==> src/brk_mon_pkg.sv <==
// Operation
// - Full 16-bit address match requests a break only while enabled.
// - Enable bit is bit 7 of control; writing zero clears; reset clears.
// - Enabled address match sets the active flag; reset clears it.
// - Software writing one to the active flag raises a break.
// - High and low break address bytes, both cleared by reset.
// - Status flag reads one when a break ended wait mode.
// - In break state, status clears need the clear-flag enable bit set.
// - Unit stays enabled in wait and stop; idle address bus yields no break.
// - Monitor entry without test voltage when both reset vector bytes are erased.
// - Monitor mode entered only from power-on reset; host supplies clock.
// - Mode captured at reset release; pins afterwards no longer matter.
// - Monitor serial bit period is 256 bus clock cycles.
// - One wired-OR serial pin; device only pulls low or releases.
// - Non-return-to-zero framing at equal baud rate on both sides.
// - Wait for eight security bytes, then send ten zero bits.
// - Break forces software interrupt, vectoring via user or monitor page.
// - Opcode break suppresses the instruction; operand break lets it finish.
package brk_mon_pkg;
  localparam logic [2:0]  OFS_STATUS_CONTROL     = 3'h0;
  localparam logic [2:0]  OFS_ADDRESS_HIGH       = 3'h1;
  localparam logic [2:0]  OFS_ADDRESS_LOW        = 3'h2;
  localparam logic [2:0]  OFS_WAIT_EXIT_STATUS   = 3'h3;
  localparam logic [2:0]  OFS_FLAG_CLEAR_CONTROL = 3'h4;
  localparam int          ENABLE_BIT             = 7;
  localparam int          ACTIVE_BIT             = 6;
  localparam int          WAIT_EXIT_BIT          = 1;
  localparam int          CLEAR_ENABLE_BIT       = 7;
  localparam logic [7:0]  RESET_BYTE             = 8'h00;
  localparam logic [7:0]  ERASED_BYTE            = 8'hff;
  localparam logic [15:0] USER_BREAK_VECTOR      = 16'hfffc;
  localparam logic [15:0] MONITOR_BREAK_VECTOR   = 16'hfefc;
  localparam logic [11:0] BIT_CYCLES             = 12'h100;
  localparam logic [11:0] HALF_BIT_CYCLES        = 12'h080;
  localparam logic [3:0]  SECURITY_BYTES         = 4'h8;
  localparam logic [3:0]  DATA_BITS              = 4'h8;
  localparam logic [11:0] BREAK_CYCLES           = 12'ha00;

  typedef struct packed {
    logic [2:0] addr;
    logic [7:0] wdata;
    logic       wr;
    logic       rd;
  } reg_req_t;

  typedef struct packed {
    logic [15:0] addr;
    logic        addr_valid;
    logic        opcode_fetch;
    logic        instr_done;
    logic        rti_done;
    logic        in_wait;
  } cpu_bus_t;

  typedef struct packed {
    logic       power_on_reset;
    logic       test_high_voltage;
    logic       serial_select_pin;
    logic       mode_select_pin_a;
    logic       mode_select_pin_b;
    logic [7:0] reset_vector_high;
    logic [7:0] reset_vector_low;
  } entry_pins_t;

  typedef enum logic [2:0] {
    MON_OFF   = 3'b000,
    MON_IDLE  = 3'b001,
    MON_START = 3'b010,
    MON_BITS  = 3'b011,
    MON_STOP  = 3'b100,
    MON_BREAK = 3'b101,
    MON_READY = 3'b110
  } mon_state_t;
endpackage

==> src/break_and_monitor_entry.sv <==
// The placing of the registers and the plain strobed port were left to the implementer.
`timescale 1ns/10ps
`default_nettype none
module break_and_monitor_entry
  import brk_mon_pkg::*;
(
  input  wire logic                    clk,                // Bus clock
  input  wire logic                    sys_rst,            // Sync reset, high
  input  wire brk_mon_pkg::reg_req_t   reg_req,            // Register request
  output logic [7:0]                   reg_rdata,          // Read data, next cycle
  input  wire brk_mon_pkg::cpu_bus_t   cpu_bus,            // CPU address/status
  output logic                         breakpoint_request, // Break pulse
  output logic                         opcode_suppress,    // Block opcode execution
  output logic                         break_state,        // Handler in progress
  output logic [15:0]                  break_vector,       // Vector to use
  output logic                         status_clear_allowed, // Status clears permitted
  input  wire brk_mon_pkg::entry_pins_t entry_pins,        // Levels at reset
  input  wire logic                    monitor_serial_pin_in,  // Serial pin level
  output logic                         monitor_serial_pin_out, // Always low
  output logic                         monitor_serial_pin_oe,  // Pull low
  output logic                         monitor_mode,       // Monitor latched
  output logic                         forced_monitor,     // Forced entry taken
  output logic [7:0]                   security_byte,      // Received byte
  output logic                         security_byte_valid, // Byte strobe
  output logic                         monitor_ready       // Break sent
);
  import brk_mon_pkg::*;

  logic [7:0]  break_address_high;
  logic [7:0]  break_address_low;
  logic        break_enable_bit;
  logic        break_active_flag;
  logic        wait_exit_by_break_flag;
  logic        clear_flag_enable_bit;
  logic        operand_pending;
  logic        addr_match;
  logic        opcode_hit;
  logic        operand_hit;
  logic        sw_break;
  logic        wr_ctrl;
  logic        next_request;
  logic        latch_pending;
  logic        normal_entry;
  logic        forced_entry;
  mon_state_t  mon_state;
  logic [11:0] bit_timer;
  logic [3:0]  bit_count;
  logic [3:0]  byte_count;
  logic [7:0]  shift_reg;

  assign wr_ctrl     = reg_req.wr && (reg_req.addr == OFS_STATUS_CONTROL);
  assign addr_match  = break_enable_bit && cpu_bus.addr_valid &&
                       (cpu_bus.addr == {break_address_high, break_address_low});
  assign opcode_hit  = addr_match && cpu_bus.opcode_fetch && !break_state;
  assign operand_hit = addr_match && !cpu_bus.opcode_fetch && !break_state;
  assign sw_break    = wr_ctrl && reg_req.wdata[ACTIVE_BIT] && !break_state;
  assign next_request = opcode_hit || sw_break ||
                        (operand_pending && cpu_bus.instr_done);

  // Break address bytes
  always_ff @(posedge clk) begin
    if (sys_rst) begin
      break_address_high <= RESET_BYTE;
      break_address_low  <= RESET_BYTE;
    end else if (reg_req.wr) begin
      if (reg_req.addr == OFS_ADDRESS_HIGH) begin
        break_address_high <= reg_req.wdata;
      end
      if (reg_req.addr == OFS_ADDRESS_LOW) begin
        break_address_low <= reg_req.wdata;
      end
    end
  end

  // Enable and active flag; hardware set wins over software clear
  always_ff @(posedge clk) begin
    if (sys_rst) begin
      break_enable_bit  <= 1'b0;
      break_active_flag <= 1'b0;
    end else begin
      if (wr_ctrl) begin
        break_enable_bit <= reg_req.wdata[ENABLE_BIT];
      end
      if (opcode_hit || operand_hit || sw_break) begin
        break_active_flag <= 1'b1;
      end else if (wr_ctrl && !reg_req.wdata[ACTIVE_BIT]) begin
        break_active_flag <= 1'b0;
      end
    end
  end

  // Operand match waits for the instruction to finish
  always_ff @(posedge clk) begin
    if (sys_rst) begin
      operand_pending <= 1'b0;
    end else if (operand_hit) begin
      operand_pending <= 1'b1;
    end else if (cpu_bus.instr_done) begin
      operand_pending <= 1'b0;
    end
  end

  // Break request and handler state
  always_ff @(posedge clk) begin
    if (sys_rst) begin
      breakpoint_request <= 1'b0;
      opcode_suppress    <= 1'b0;
      break_state        <= 1'b0;
    end else begin
      breakpoint_request <= next_request;
      if (next_request) begin
        break_state     <= 1'b1;
        opcode_suppress <= opcode_hit;
      end else if (cpu_bus.rti_done) begin
        break_state     <= 1'b0;
        opcode_suppress <= 1'b0;
      end
    end
  end

  // Wait exit flag, cleared when the handler returns
  always_ff @(posedge clk) begin
    if (sys_rst) begin
      wait_exit_by_break_flag <= 1'b0;
    end else if (next_request && cpu_bus.in_wait) begin
      wait_exit_by_break_flag <= 1'b1;
    end else if (cpu_bus.rti_done) begin
      wait_exit_by_break_flag <= 1'b0;
    end
  end

  always_ff @(posedge clk) begin
    if (sys_rst) begin
      clear_flag_enable_bit <= 1'b0;
    end else if (reg_req.wr && reg_req.addr == OFS_FLAG_CLEAR_CONTROL) begin
      clear_flag_enable_bit <= reg_req.wdata[CLEAR_ENABLE_BIT];
    end
  end

  assign status_clear_allowed = !break_state || clear_flag_enable_bit;
  assign break_vector = monitor_mode ? MONITOR_BREAK_VECTOR : USER_BREAK_VECTOR;

  // Register read port
  always_ff @(posedge clk) begin
    if (sys_rst) begin
      reg_rdata <= 8'h00;
    end else if (reg_req.rd) begin
      case (reg_req.addr)
        OFS_STATUS_CONTROL:     reg_rdata <= {break_enable_bit, break_active_flag, 6'h00};
        OFS_ADDRESS_HIGH:       reg_rdata <= break_address_high;
        OFS_ADDRESS_LOW:        reg_rdata <= break_address_low;
        OFS_WAIT_EXIT_STATUS:   reg_rdata <= {6'h00, wait_exit_by_break_flag, 1'b0};
        OFS_FLAG_CLEAR_CONTROL: reg_rdata <= {clear_flag_enable_bit, 7'h00};
        default:                reg_rdata <= 8'h00;
      endcase
    end else begin
      reg_rdata <= 8'h00;
    end
  end

  // Monitor entry conditions
  assign normal_entry = entry_pins.test_high_voltage && monitor_serial_pin_in &&
                        !entry_pins.serial_select_pin && entry_pins.mode_select_pin_a &&
                        !entry_pins.mode_select_pin_b;
  assign forced_entry = !entry_pins.test_high_voltage && monitor_serial_pin_in &&
                        !entry_pins.serial_select_pin &&
                        (entry_pins.reset_vector_high == ERASED_BYTE) &&
                        (entry_pins.reset_vector_low == ERASED_BYTE);

  // Mode captured in the first cycle after reset release
  always_ff @(posedge clk) begin
    if (sys_rst) begin
      latch_pending  <= 1'b1;
      monitor_mode   <= 1'b0;
      forced_monitor <= 1'b0;
    end else if (latch_pending) begin
      latch_pending  <= 1'b0;
      monitor_mode   <= entry_pins.power_on_reset && (normal_entry || forced_entry);
      forced_monitor <= entry_pins.power_on_reset && !normal_entry && forced_entry;
    end
  end

  // Serial receive of security bytes, then break transmit
  always_ff @(posedge clk) begin
    if (sys_rst) begin
      mon_state           <= MON_OFF;
      bit_timer           <= 12'h000;
      bit_count           <= 4'h0;
      byte_count          <= 4'h0;
      shift_reg           <= 8'h00;
      security_byte       <= 8'h00;
      security_byte_valid <= 1'b0;
    end else begin
      security_byte_valid <= 1'b0;
      bit_timer           <= bit_timer + 12'h001;
      case (mon_state)
        MON_OFF: begin
          if (latch_pending && entry_pins.power_on_reset && (normal_entry || forced_entry)) begin
            mon_state <= MON_IDLE;
          end
        end
        MON_IDLE: begin
          bit_timer <= 12'h000;
          if (!monitor_serial_pin_in) begin
            mon_state <= MON_START;
          end
        end
        MON_START: begin
          if (bit_timer == HALF_BIT_CYCLES - 12'h001) begin
            bit_timer <= 12'h000;
            bit_count <= 4'h0;
            mon_state <= monitor_serial_pin_in ? MON_IDLE : MON_BITS;
          end
        end
        MON_BITS: begin
          if (bit_timer == BIT_CYCLES - 12'h001) begin
            bit_timer <= 12'h000;
            shift_reg <= {monitor_serial_pin_in, shift_reg[7:1]};
            bit_count <= bit_count + 4'h1;
            if (bit_count == DATA_BITS - 4'h1) begin
              mon_state <= MON_STOP;
            end
          end
        end
        MON_STOP: begin
          if (bit_timer == BIT_CYCLES - 12'h001) begin
            bit_timer           <= 12'h000;
            security_byte       <= shift_reg;
            security_byte_valid <= 1'b1;
            byte_count          <= byte_count + 4'h1;
            mon_state <= (byte_count == SECURITY_BYTES - 4'h1) ? MON_BREAK : MON_IDLE;
          end
        end
        MON_BREAK: begin
          if (bit_timer == BREAK_CYCLES - 12'h001) begin
            mon_state <= MON_READY;
          end
        end
        MON_READY: begin
          bit_timer <= 12'h000;
        end
        default: begin
          mon_state <= MON_OFF;
        end
      endcase
    end
  end

  assign monitor_serial_pin_out = 1'b0;
  assign monitor_serial_pin_oe  = (mon_state == MON_BREAK);
  assign monitor_ready          = (mon_state == MON_READY);

  // Checks
  logic [11:0] low_count;
  always_ff @(posedge clk) begin
    if (sys_rst || !monitor_serial_pin_oe) begin
      low_count <= 12'h000;
    end else begin
      low_count <= low_count + 12'h001;
    end
  end
endmodule
`default_nettype wire

==> config.mk <==
export PLATFORM = sky130hd
export DESIGN_NAME = break_and_monitor_entry
export DESIGN_NICKNAME = d
export VERILOG_FILES = /design/src/brk_mon_pkg.sv /design/src/break_and_monitor_entry.sv
export SDC_FILE = /design/constraint.sdc
export NUM_CORES = 1
export LEC_CHECK = 0
export BUFFER_PORTS_ARGS = -buffer_cell sky130_fd_sc_hd__buf_2
export CORE_AREA = 2 2 114 116
export CTS_CLUSTER_DIAMETER = 60
export DETAILED_ROUTE_END_ITERATION = 16
export DIE_AREA = 0 0 116 118
export GPL_TIMING_DRIVEN = 0
export PLACE_DENSITY = 0.59
export SLEW_MARGIN = 40
export SYNTH_ARGS = -nofsm -noshare
export SYNTH_HDL_FRONTEND = slang
export SYNTH_SLANG_ARGS = --single-unit
==> constraint.sdc <==
create_clock -name clk -period 5.4 [get_ports clk]
set_input_delay 0.27 -clock clk [delete_from_list [all_inputs] [get_ports clk]]
set_output_delay 0.27 -clock clk [all_outputs]
set_load 0.03 [all_outputs]
Yosys cells after proc, flatten, opt, wreduce, memory -nomap -nowiden:

Index checks and enable logic that the tools add are counted.

* mux-type cells: 28
* reductions and logical operators: 56
* add/sub/neg operators: 3
* bitwise logic cells: 3
* equality and inequality tests: 25

Operators by type and width (count)
* one-hot mux 8 bit (5 select lines): 1
* one-hot mux 12 bit (3 select lines): 1
* logical AND 1 bit: 26
* 2-to-1 mux 12 bit: 2
* 2-to-1 mux 3 bit: 8
* one-hot mux 3 bit (7 select lines): 1
* == test 16 bit: 1
* == test 8 bit, second input constant: 2
* adder 12 x 1 -> 12 bit, second input constant: 1
* == test 12 bit, second input constant: 1
* == test 12 x 7 -> 1 bit, second input constant: 1
* == test 12 x 8 -> 1 bit, second input constant: 1
* == test 3 x 2 -> 1 bit, second input constant: 4
* == test 3 bit, second input constant: 4
* != test 2 bit, second input constant: 6
* 2-to-1 mux 1 bit: 10
* nonzero test 2 bit: 5
* 2-to-1 mux 9 bit: 1
* adder 4 x 1 -> 4 bit, second input constant: 2
* == test 4 x 3 -> 1 bit, second input constant: 2
* 2-to-1 mux 4 bit: 2
* one-hot mux 4 bit (2 select lines): 1
* AND reduction 2 bit: 4
* AND reduction 8 bit: 1
* 9 further kinds: 27

* register bits after elaboration: 75
* word-level logic and storage cells: 136
* bits of input ports: 58
* output and inout port bits: 42

Longest topological paths before layout:

Gate-level depths: netlist (run 1).

* word-level depth: 9
* mapped depth: 7
* depth with buffers taken out: 6

Least setup slack after synthesis (run 1):

No wires, ideal clock.

* path type: reg2reg
* start: reg bit_timer[8]
* end: reg bit_timer[10]
* required time: 5283 ps
* setup time: 117 ps
* buffers on the path: 1
* path slack: 3498 ps
* data arrival time: 1784 ps
* clock period less this slack: 1902 ps
* cell stages (with the launch flop): 7
* cells stage by stage: dfxtp_1 > or4_4 > o41ai_2 > o221a_2 > a21o_1 > buf_2 > nor2_1

* cells in the longest elaborated chain, start to end: 3
* elaborated cells on any way between the ends: 6
* classes of those cells: add/sub: 1; eq/ne: 2; mux: 3

RTL lines
* start: declaration: RTL line break_and_monitor_entry.sv:46 `logic [11:0] bit_timer;`
* start signal: assignment: RTL line break_and_monitor_entry.sv:195 `bit_timer <= bit_timer + 12'h001;`
* adder 12 x 1 -> 12 bit, or another cell as far along: RTL line break_and_monitor_entry.sv:195
* 2-to-1 mux 12 bit (on tied branches): RTL line break_and_monitor_entry.sv:216, break_and_monitor_entry.sv:226, break_and_monitor_entry.sv:209
* one-hot mux 12 bit (3 select lines) (*): RTL line break_and_monitor_entry.sv:196 `case (mon_state)`

Mark *: on every way between the ends. The rest lies on a longest branch, timed or not.
A chain may end at the register's enable or synchronous reset.

Final worst setup path (run 1):

* start: reg bit_timer[0]
* end: reg security_byte[2]

* cells in the longest elaborated chain, start to end: 2

RTL lines
* == test 12 x 8 -> 1 bit: RTL line break_and_monitor_entry.sv:226 `if (bit_timer == BIT_CYCLES - 12'h001) begin`
* AND reduction 2 bit (no source line)
* end signal: assignment: RTL line break_and_monitor_entry.sv:228 `security_byte <= shift_reg;`
* end: declaration: RTL line break_and_monitor_entry.sv:23 `output logic [7:0] security_byte,`

No other way between the ends.

==> qor.csv, run 1 <==
metric;value;unit
status;finished, final reports clean;
Initial DRC Count;131;
full die area;13700;sq um
Synth Cell Area;3520;sq um
Die X;116;um
synthesized flop and latch total;75;
H-tree level count;3;
Hold WC Path Type;in -> reg;
# nets final;565;
CP Class;reg -> reg;
global route overflow;0;
post-CTS setup buffers;0;
drt first pass iters;4;
Std-Cell Rows;41;
synth unique cells;58;
Worst Tran Pin Value;0.650;ns
minimum clock period;2.13;ns
CORE AREA;12400;sq um
Setup crit start kind;register;
Final Skew;0.00661;ns
final worst slack;3.27;ns
post-synthesis sequential area ratio;42.6;%
Max Clk Rate;0.469;GHz
Max Buffers Root-to-Sink;2;
setup tns final;0;ns
Final Hold Fails;0;
CTS Hold Bufs;0;
layout cells sized above 1;25.3;%
largest net degree at the start of global routing;15;
post-cts sizing count;0;
RSZ-0062 raised after global routing;false;
Most flops, register;bit_timer;
P_leak;1.87;nW
share of the synthesized area in the top cell type;42.6;%
pre-CTS WS;3.29;ns
Synth Warn #;0;
Layout area overhead;28.1;%
critical path's largest stage delay;0.58;ns
max-cap violation count;0;
relative slew slack;56.5;%
Worst-path clk slew;0.06;ns
Ports;100;
first-pass GRT wire length;13900;um
CP Cell Sequence;ha_1 -> nand4_1 -> nor4_2 -> buf_4 -> mux2i_1 -> nor2_1;
PortBufs;82;
Post-synth EDFFs;0;
clock sink count;75;
Area contributors post-synth;dfxtp_1 (43%), mux2i_1 (8.2%), nor2_1 (6.5%), xnor2_1 (5.2%), buf_4 (3.6%);
max reg flops;12;
Post-Route WL;8450;um
Vias per Instance;4.47;
setup violators final;0;
initial antenna violation count;0;
Design Area, Final;4510;sq um
post-route ant nets;0;
vias;3047;
Routed WL per cell;12.4;um
DIE HEIGHT;118;um
GPL Wtd Cong;0.801;
Mean Syn Cell Area;8.87;sq um
crit path max fanout;10;
WHS;0.0908;ns
Post-DP HPWL;6380;um
top_reg_cell synth;dfxtp_1;
Tcrit/Tclk final;39.5;%
# diodes;0;
cell area power density;311;nW/um^2
VDD IR-drop max;152;uV
Final Util;36.3;%
fin. max-slew vios;0;
cells after synthesis;397;
Worst EP arrival;2.33;ns
Setup crit end kind;register;
slowest stage cell, crit path;nor4_2;
initial core utilization;28.4;%
GRT Overall Usage;12.8;%
DRC viols;0;
CTS tree;yes;
Root Buffer;clkbuf_16;
Worst Path Required;5.60;ns
vias in the first global route;3099;
Post-synth ARST share;0;%
TritonCTS Buffers;9;
placed instance area;4200;sq um
Yosys top cell by area;dfxtp_1;
clk_lat worst skew;0.33;ns
## area by class of cell
type	count	area (sq um)
plain buffers	32	195
clock buffers	10	239
clock inverters	6	71.3
fillers	1307	7910
inverters	10	37.5
multi-input cells	294	1840
flip-flops and latches	75	1500
well taps	172	215
repair buffers	82	410
## worst max-delay path, delay by kind of cell, from the launching register on
family	cells	cell delay (ns)
adders and majority gates	1	0.22
and+or+nand+nor	3	0.91
buffers and inverters	1	0.30
DFF	1	0.35
muxes	1	0.21
## path summary, 6_finish.rpt
check	startpoint	end	slack, ns	cells past startpoint
setup / recovery	bit_timer[0]	security_byte[2]	3.27	6
hold / removal	sys_rst	latch_pending	0.09	1
hold reg to reg	bit_timer[0]	bit_timer[0]	0.45	1
setup reg to reg	bit_timer[0]	security_byte[2]	3.27	6
## per-stage QoR
stage	cells	total power [mW]
after detailed placement	665	0.804
after floorplan	411	0.743
after CTS	681	1.42
final	681	1.40
after global placement	665	0.800
after global routing	681	1.47
## power by group
part	switching [mW]	leakage (nW)	internal (mW)
Clock	0.239	0.146	0.374
Sequential	0.0119	0.606	0.571
Combinational	0.122	1.11	0.0862
Total	0.373	1.87	1.03
## Yosys cell counts (9+ instances only)
| master | count |
|---|---|
| clkbuf_1 | 9 |
| mux2i_1 | 29 |
| dfxtp_1 | 75 |
| buf_4 | 17 |
| nand2b_1 | 10 |
| nand2_1 | 33 |
| nor2_1 | 61 |
| xnor2_1 | 21 |
| a21oi_1 | 20 |
| nand3_1 | 10 |
| nand4_1 | 9 |
| inv_1 | 9 |
## layer usage
metal | part of all wire, % | track usage, %
met5 | 0 | 0
met4 | 2.9 | 6.25
met3 | 6.0 | 3.35
met2 | 48 | 21.7
met1 | 43 | 14.6
## cell usage in the layout (no fill, tap or decap), types with 3 or more instances in the layout
| cell | Yosys | layout |
|---|---|---|
| a21o_1 | 3 | 3 |
| a21oi_1 | 20 | 20 |
| a22oi_1 | 7 | 7 |
| and3_1 | 7 | 7 |
| buf_2 | 3 | 85 |
| buf_4 | 17 | 17 |
| clkbuf_1 | 9 | 9 |
| clkbuf_16 | 0 | 9 |
| conb_1 | 2 | 16 |
| dfxtp_1 | 75 | 75 |
| ha_1 | 3 | 3 |
| inv_1 | 9 | 9 |
| mux2i_1 | 29 | 29 |
| nand2_1 | 33 | 33 |
| nand2b_1 | 10 | 10 |
| nand3_1 | 10 | 10 |
| nand4_1 | 9 | 9 |
| nand4b_1 | 4 | 4 |
| nor2_1 | 61 | 61 |
| nor2b_1 | 3 | 3 |
| nor3_1 | 7 | 7 |
| nor4_1 | 3 | 3 |
| o21ai_1 | 4 | 4 |
| xnor2_1 | 21 | 21 |
| xor2_1 | 8 | 8 |
## cell families (layout without fill, tap and decap cells)
logic type      Yosys count  after routing  synth area share (%)
simple gates            162            162                  22.8
flops                    75             75                  42.6
compound gates           53             53                  10.5
buf+inv                  42            140                  6.61
mux                      31             31                  8.88
xor+xnor                 29             29                  7.21
fa+ha+maj                 3              3                  1.07
other cells               2             16                 0.213
No activity file was read; power rests on OpenSTA's default activity.
==> run 2: changes to the inputs <==
- ABC_AREA: unset -> 1
- CORE_AREA: 2 2 114 116 -> 2 2 117 119
- DIE_AREA: 0 0 116 118 -> 0 0 119 121
- clock period: 5.4 -> 2.1 ns (I/O delays scaled with it)
==> run 2 against run 1 <==
- clock skew down 0.0010 ns
- register-to-register slack lost 3.0 ns
- hold slack worse by 0.032 ns
- global-route usage up 0.85 points
- largest cell class unchanged
- highest routed layer unchanged
==> qor.csv, run 2 <==
metric;value;unit
DRC viols;0;
GPL Wtd Cong;0.872;
sw frac;26.7;%
synth unique cells;32;
Worst Tran Pin Value;0.563;ns
Max Buffers Root-to-Sink;2;
Final Skew;0.00560;ns
initial antenna violation count;0;
Mean Syn Cell Area;6.86;sq um
Post-DP HPWL;7500;um
crit path max fanout;10;
Worst-path clk slew;0.06;ns
CP Class;in -> reg;
NetSw;0.927;mW
Hold WC Path Type;in -> reg;
PortBufs;83;
# nets final;718;
Non-Filler Instances;838;
P_leak;2.21;nW
Root Buffer;clkbuf_16;
Setup crit start kind;input pin;
Final Util;36.3;%
Post-synth EDFFs;0;
TritonCTS Buffers;9;
Layout fillers;1413;
Post-synth ARST share;0;%
drt first pass iters;5;
status;finished, final reports clean;
minimum clock period;1.86;ns
post-route ant nets;0;
Vias per Instance;4.34;
combinational share of power;14.0;%
internal power;2.55;mW
Initial DRC Count;216;
Layout area overhead;27.0;%
Area contributors post-synth;dfxtp_1 (40%), nand2_1 (10%), inv_1 (8.3%), a21oi_1 (7.1%), nor2_1 (5.1%);
Max Clk Rate;0.538;GHz
Std-Cell Rows;42;
global route overflow;0;
Most flops, register;bit_timer;
largest net degree at the start of global routing;13;
Design Area, Final;4750;sq um
fin. max-slew vios;0;
Post-Route WL;9590;um
vias;3641;
top_reg_cell synth;dfxtp_1;
Clock Power Share;42.6;%
RSZ-0062 raised after global routing;false;
Sequential Power Share;43.4;%
synthesized flop and latch total;75;
Worst EP arrival;2.12;ns
Register Area;1500;sq um
DIE HEIGHT;121;um
Setup crit end kind;register;
most common cell after layout, fill and taps aside;nand2_1;
share of the synthesized area in the top cell type;40.1;%
max-cap violation count;0;
setup violators final;0;
Die X;119;um
vias in the first global route;3246;
synth cell count leaders;nand2_1 (101), inv_1 (83), dfxtp_1 (75), a21oi_1 (53), nor2_1 (51);
clock sink count;75;
clk_lat worst skew;0.34;ns
setup tns final;0;ns
Synth Cell Area;3740;sq um
Routed WL per cell;11.4;um
placed cells;819;
GRT Overall Usage;13.6;%
commonest non-fill, non-tap cells in the layout;nand2_1 (101), buf_2 (86), inv_1 (83);
post-cts sizing count;0;
placed instance area;4430;sq um
Final Hold Fails;0;
first-pass GRT wire length;15200;um
# diodes;0;
cell area power density;731;nW/um^2
area of the multi-input gates;1780;sq um
most numerous cell in the Yosys netlist;nand2_1;
full die area;14400;sq um
Yosys top cell by area;dfxtp_1;
max reg flops;12;
VDD IR-drop max;294;uV
Worst Path Required;2.37;ns
Synth Warn #;0;
Tcrit/Tclk final;88.4;%
Ports;100;
initial core utilization;28.6;%
cells after synthesis;546;
post-synthesis sequential area ratio;40.1;%
layout cells sized above 1;21.9;%
H-tree level count;3;
Final Total Pwr;3.48;mW
post-CTS setup buffers;0;
CTS tree;yes;
CORE AREA;13100;sq um
relative slew slack;62.5;%
## run 2: metrics by stage
stage / hold WS (ns) / setup slack (ns)
2_1_floorplan: 0.133 / 0.234
3_3_place_gp: 0.327 / 0.251
3_5_place_dp: 0.326 / 0.262
4_1_cts: 0.0540 / 0.175
5_1_grt: 0.0742 / 0.0442
6_report: 0.0587 / 0.243
## run 2: path summary, 6_finish.rpt
| check | startpoint | end | slack (ns) | cells past startpoint |
|---|---|---|---|---|
| hold / removal | cpu_bus[1] | wait_exit_by_break_flag | 0.06 | 4 |
| setup / recovery | sys_rst | clear_flag_enable_bit | 0.24 | 7 |
| hold reg to reg | bit_timer[0] | bit_timer[0] | 0.45 | 1 |
| setup reg to reg | bit_timer[0] | bit_count[2] | 0.28 | 10 |
## run 2: final cells by class
cell class,instances,share of cell area [%]
Multi-Input combinational cell,367,37.5
Sequential cell,75,31.6
Timing Repair Buffer,86,9.37
Inverter,90,7.11
Clock buffer,13,5.69
Tap cell,176,4.63
Buffer,28,3.63
Clock inverter,3,0.447
## run 2: power groups by stage
stage	sequential (mW)	clock [mW]	combinational, mW
after floorplan	1.53	0	0.338
after global placement	1.54	0	0.476
after detailed placement	1.54	0	0.482
after CTS	1.51	1.53	0.489
after global routing	1.51	1.59	0.549
final	1.51	1.48	0.486
## run 2: cells by family (layout without fill, tap and decap cells)
logic type | count (synthesis) | in the layout | share of synthesized area, %
xor+xnor | 6 | 6 | 1.40
buf+inv | 118 | 220 | 13.6
fa+ha+maj | 3 | 3 | 1.00
compound gates | 111 | 111 | 15.4
flops | 75 | 75 | 40.1
other cells | 2 | 16 | 0.201
simple gates | 231 | 231 | 28.2
## run 2: critical path, cell delays in order
cell and delay, ns:
dlygate4sd3_1 0.53, buf_2 0.17, inv_1 0.09, clkbuf_1 0.45, clkbuf_1 0.46, o21ai_0 0.17
a21oi_1 0.15
## run 2: repair_timing
action | 4_1_cts | 5_1_grt
hold endpoints to repair | 3 | 0
hold buffers | 3 | 0
setup endpoints to repair | 0 | 0
## run 2: per-layer routing
metal	GRT usage, %	wire length, um	vias to the layer above
li1	-	-	1952
met3	4.09	689	14
met2	22.1	4160	117
met1	17.1	4570	1558
met5	0	0	-
met4	4.91	171	0
==> run 3: changes to the inputs <==
- CORE_AREA: 2 2 117 119 -> 2 2 150 94
- DIE_AREA: 0 0 119 121 -> 0 0 152 96
- PLACE_DENSITY: 0.59 -> 0.58
- clock period: 2.1 -> 1.75 ns (I/O delays scaled with it)
==> run 3 against run 2 <==
- first-iteration DRC count decreased by 2.8%
- via count up 1.9%
- global-route usage up 0.67 points
- total power is 37% higher
- non-clock buffer count increased by 6
- combinational power increased by 27%
- critical path depth increased by 2
- final cell count rose by 0.60%
- sequential power up 21%
- routed wire length is 6.1% higher
- critical path type is now reg -> reg
- highest routed layer unchanged
==> qor.csv, run 3 (same netlist as run 2, synthesis figures left out) <==
metric;value;unit
status;finished, final reports clean;
P_leak;2.30;nW
full die area;14600;sq um
max reg flops;12;
GRT Overall Usage;14.3;%
fin. max-slew vios;0;
initial core utilization;28.2;%
global route overflow;0;
Ports;100;
Worst Path Required;1.98;ns
Worst Tran Pin Value;0.712;ns
Setup crit start kind;register;
clk_lat worst skew;0.34;ns
layout cells sized above 1;23.8;%
Root Buffer;clkbuf_16;
Final Total Pwr;4.76;mW
clock sink count;75;
first-pass GRT wire length;16400;um
# nets final;724;
DRC viols;0;
Initial DRC Count;210;
WHS;0.0102;ns
Worst-path clk slew;0.06;ns
Setup crit end kind;register;
crit path max fanout;7;
relative slew slack;52.5;%
max-cap violation count;0;
H-tree level count;3;
CORE AREA;13300;sq um
CTS tree;yes;
most common cell after layout, fill and taps aside;nand2_1;
Post-DP HPWL;7720;um
Vias per Instance;4.40;
Final Hold Fails;0;
met3 WL;756;um
Post-Route WL;10200;um
Most flops, register;bit_timer;
Tcrit/Tclk final;94.7;%
Routed WL per cell;12.1;um
GPL Wtd Cong;0.867;
largest net degree at the start of global routing;13;
Hold WC Path Type;in -> reg;
DIE HEIGHT;96;um
setup violators final;0;
CP Class;reg -> reg;
cell area power density;960;nW/um^2
Metal-1 WL;5220;um
Layout area overhead;32.6;%
initial antenna violation count;0;
VDD IR-drop max;493;uV
post-route ant nets;0;
PortBufs;83;
minimum clock period;1.66;ns
RSZ-0062 raised after global routing;true;
TritonCTS Buffers;9;
Max Buffers Root-to-Sink;2;
top layer in use;met4;
drt first pass iters;4;
Std-Cell Rows;33;
vias in the first global route;3266;
# diodes;0;
commonest non-fill, non-tap cells in the layout;nand2_1 (99), buf_2 (85), inv_1 (83);
Worst EP arrival;1.89;ns
Final Skew;0.00404;ns
DR WL met2;4090;um
Max Clk Rate;0.603;GHz
Die X;152;um
vias;3710;
## run 3: area by class of cell
type / instances / area (sq um)
fillers: 1438 / 8290
repair buffers: 92 / 490
well taps: 175 / 219
clock inverters: 4 / 120
multi-input cells: 367 / 1850
plain buffers: 28 / 183
clock buffers: 12 / 256
inverters: 90 / 338
flip-flops and latches: 75 / 1510
## run 3: worst paths after layout
path	from	endpoint	slack, ns	cells after the start
worst max-delay path	bit_timer[0]	shift_reg[5]	0.09	9
worst min register to register	bit_timer[0]	bit_timer[0]	0.42	1
worst min-delay path	cpu_bus[2]	operand_pending	0.01	4
worst max register to register	bit_timer[0]	shift_reg[5]	0.09	9
## run 3: metal layers
metal	GRT usage (%)	up-vias
met1	20.2	1630
met5	0	-
met4	4.21	0
met2	21.1	107
met3	4.19	8
li1	-	1965
## run 3: report_power, final
group,switching [mW],internal [mW],leakage (nW)
clock,0.718,1.62,0.183
sequential,0.0462,1.77,0.608
combinational,0.384,0.231,1.51
total,1.15,3.62,2.30
## run 3: worst max-delay path: stages (launching register included)
cell     delay (ns)
dfxtp_2        0.34
ha_1           0.15
nand2_1        0.09
nor2_4         0.18
nand4_4        0.14
nor2_4         0.15
nand3_4        0.13
buf_4          0.17
o21ai_0        0.13
a21oi_1        0.05
## run 3: per-stage QoR
| stage | setup slack (ns) | TNS [ns] | cell area (sq um) | std cells | util [%] |
|---|---|---|---|---|---|
| 5_1_grt | -0.0259 | -0.0350 | 4960 | 843 | 37.4 |
| 2_1_floorplan | 0.193 | 0 | 3800 | 560 | - |
| 4_1_cts | 0.00164 | 0 | 4880 | 839 | 36.8 |
| 6_report | 0.0930 | 0 | 4960 | 843 | 37.4 |
| 3_3_place_gp | -0.0961 | -0.454 | 4440 | 818 | 33.5 |
| 3_5_place_dp | -0.0958 | -0.474 | 4440 | 818 | 33.5 |
## run 3: timing repair
| action | CTS | global route |
|---|---|---|
| pin swaps | 2 | 3 |
| setup endpoints to repair | 12 | 26 |
| buffers inserted | 2 | 4 |
| gates resized for setup | 4 | 17 |
| hold buffers | 3 | 0 |
| hold endpoints to repair | 3 | 0 |
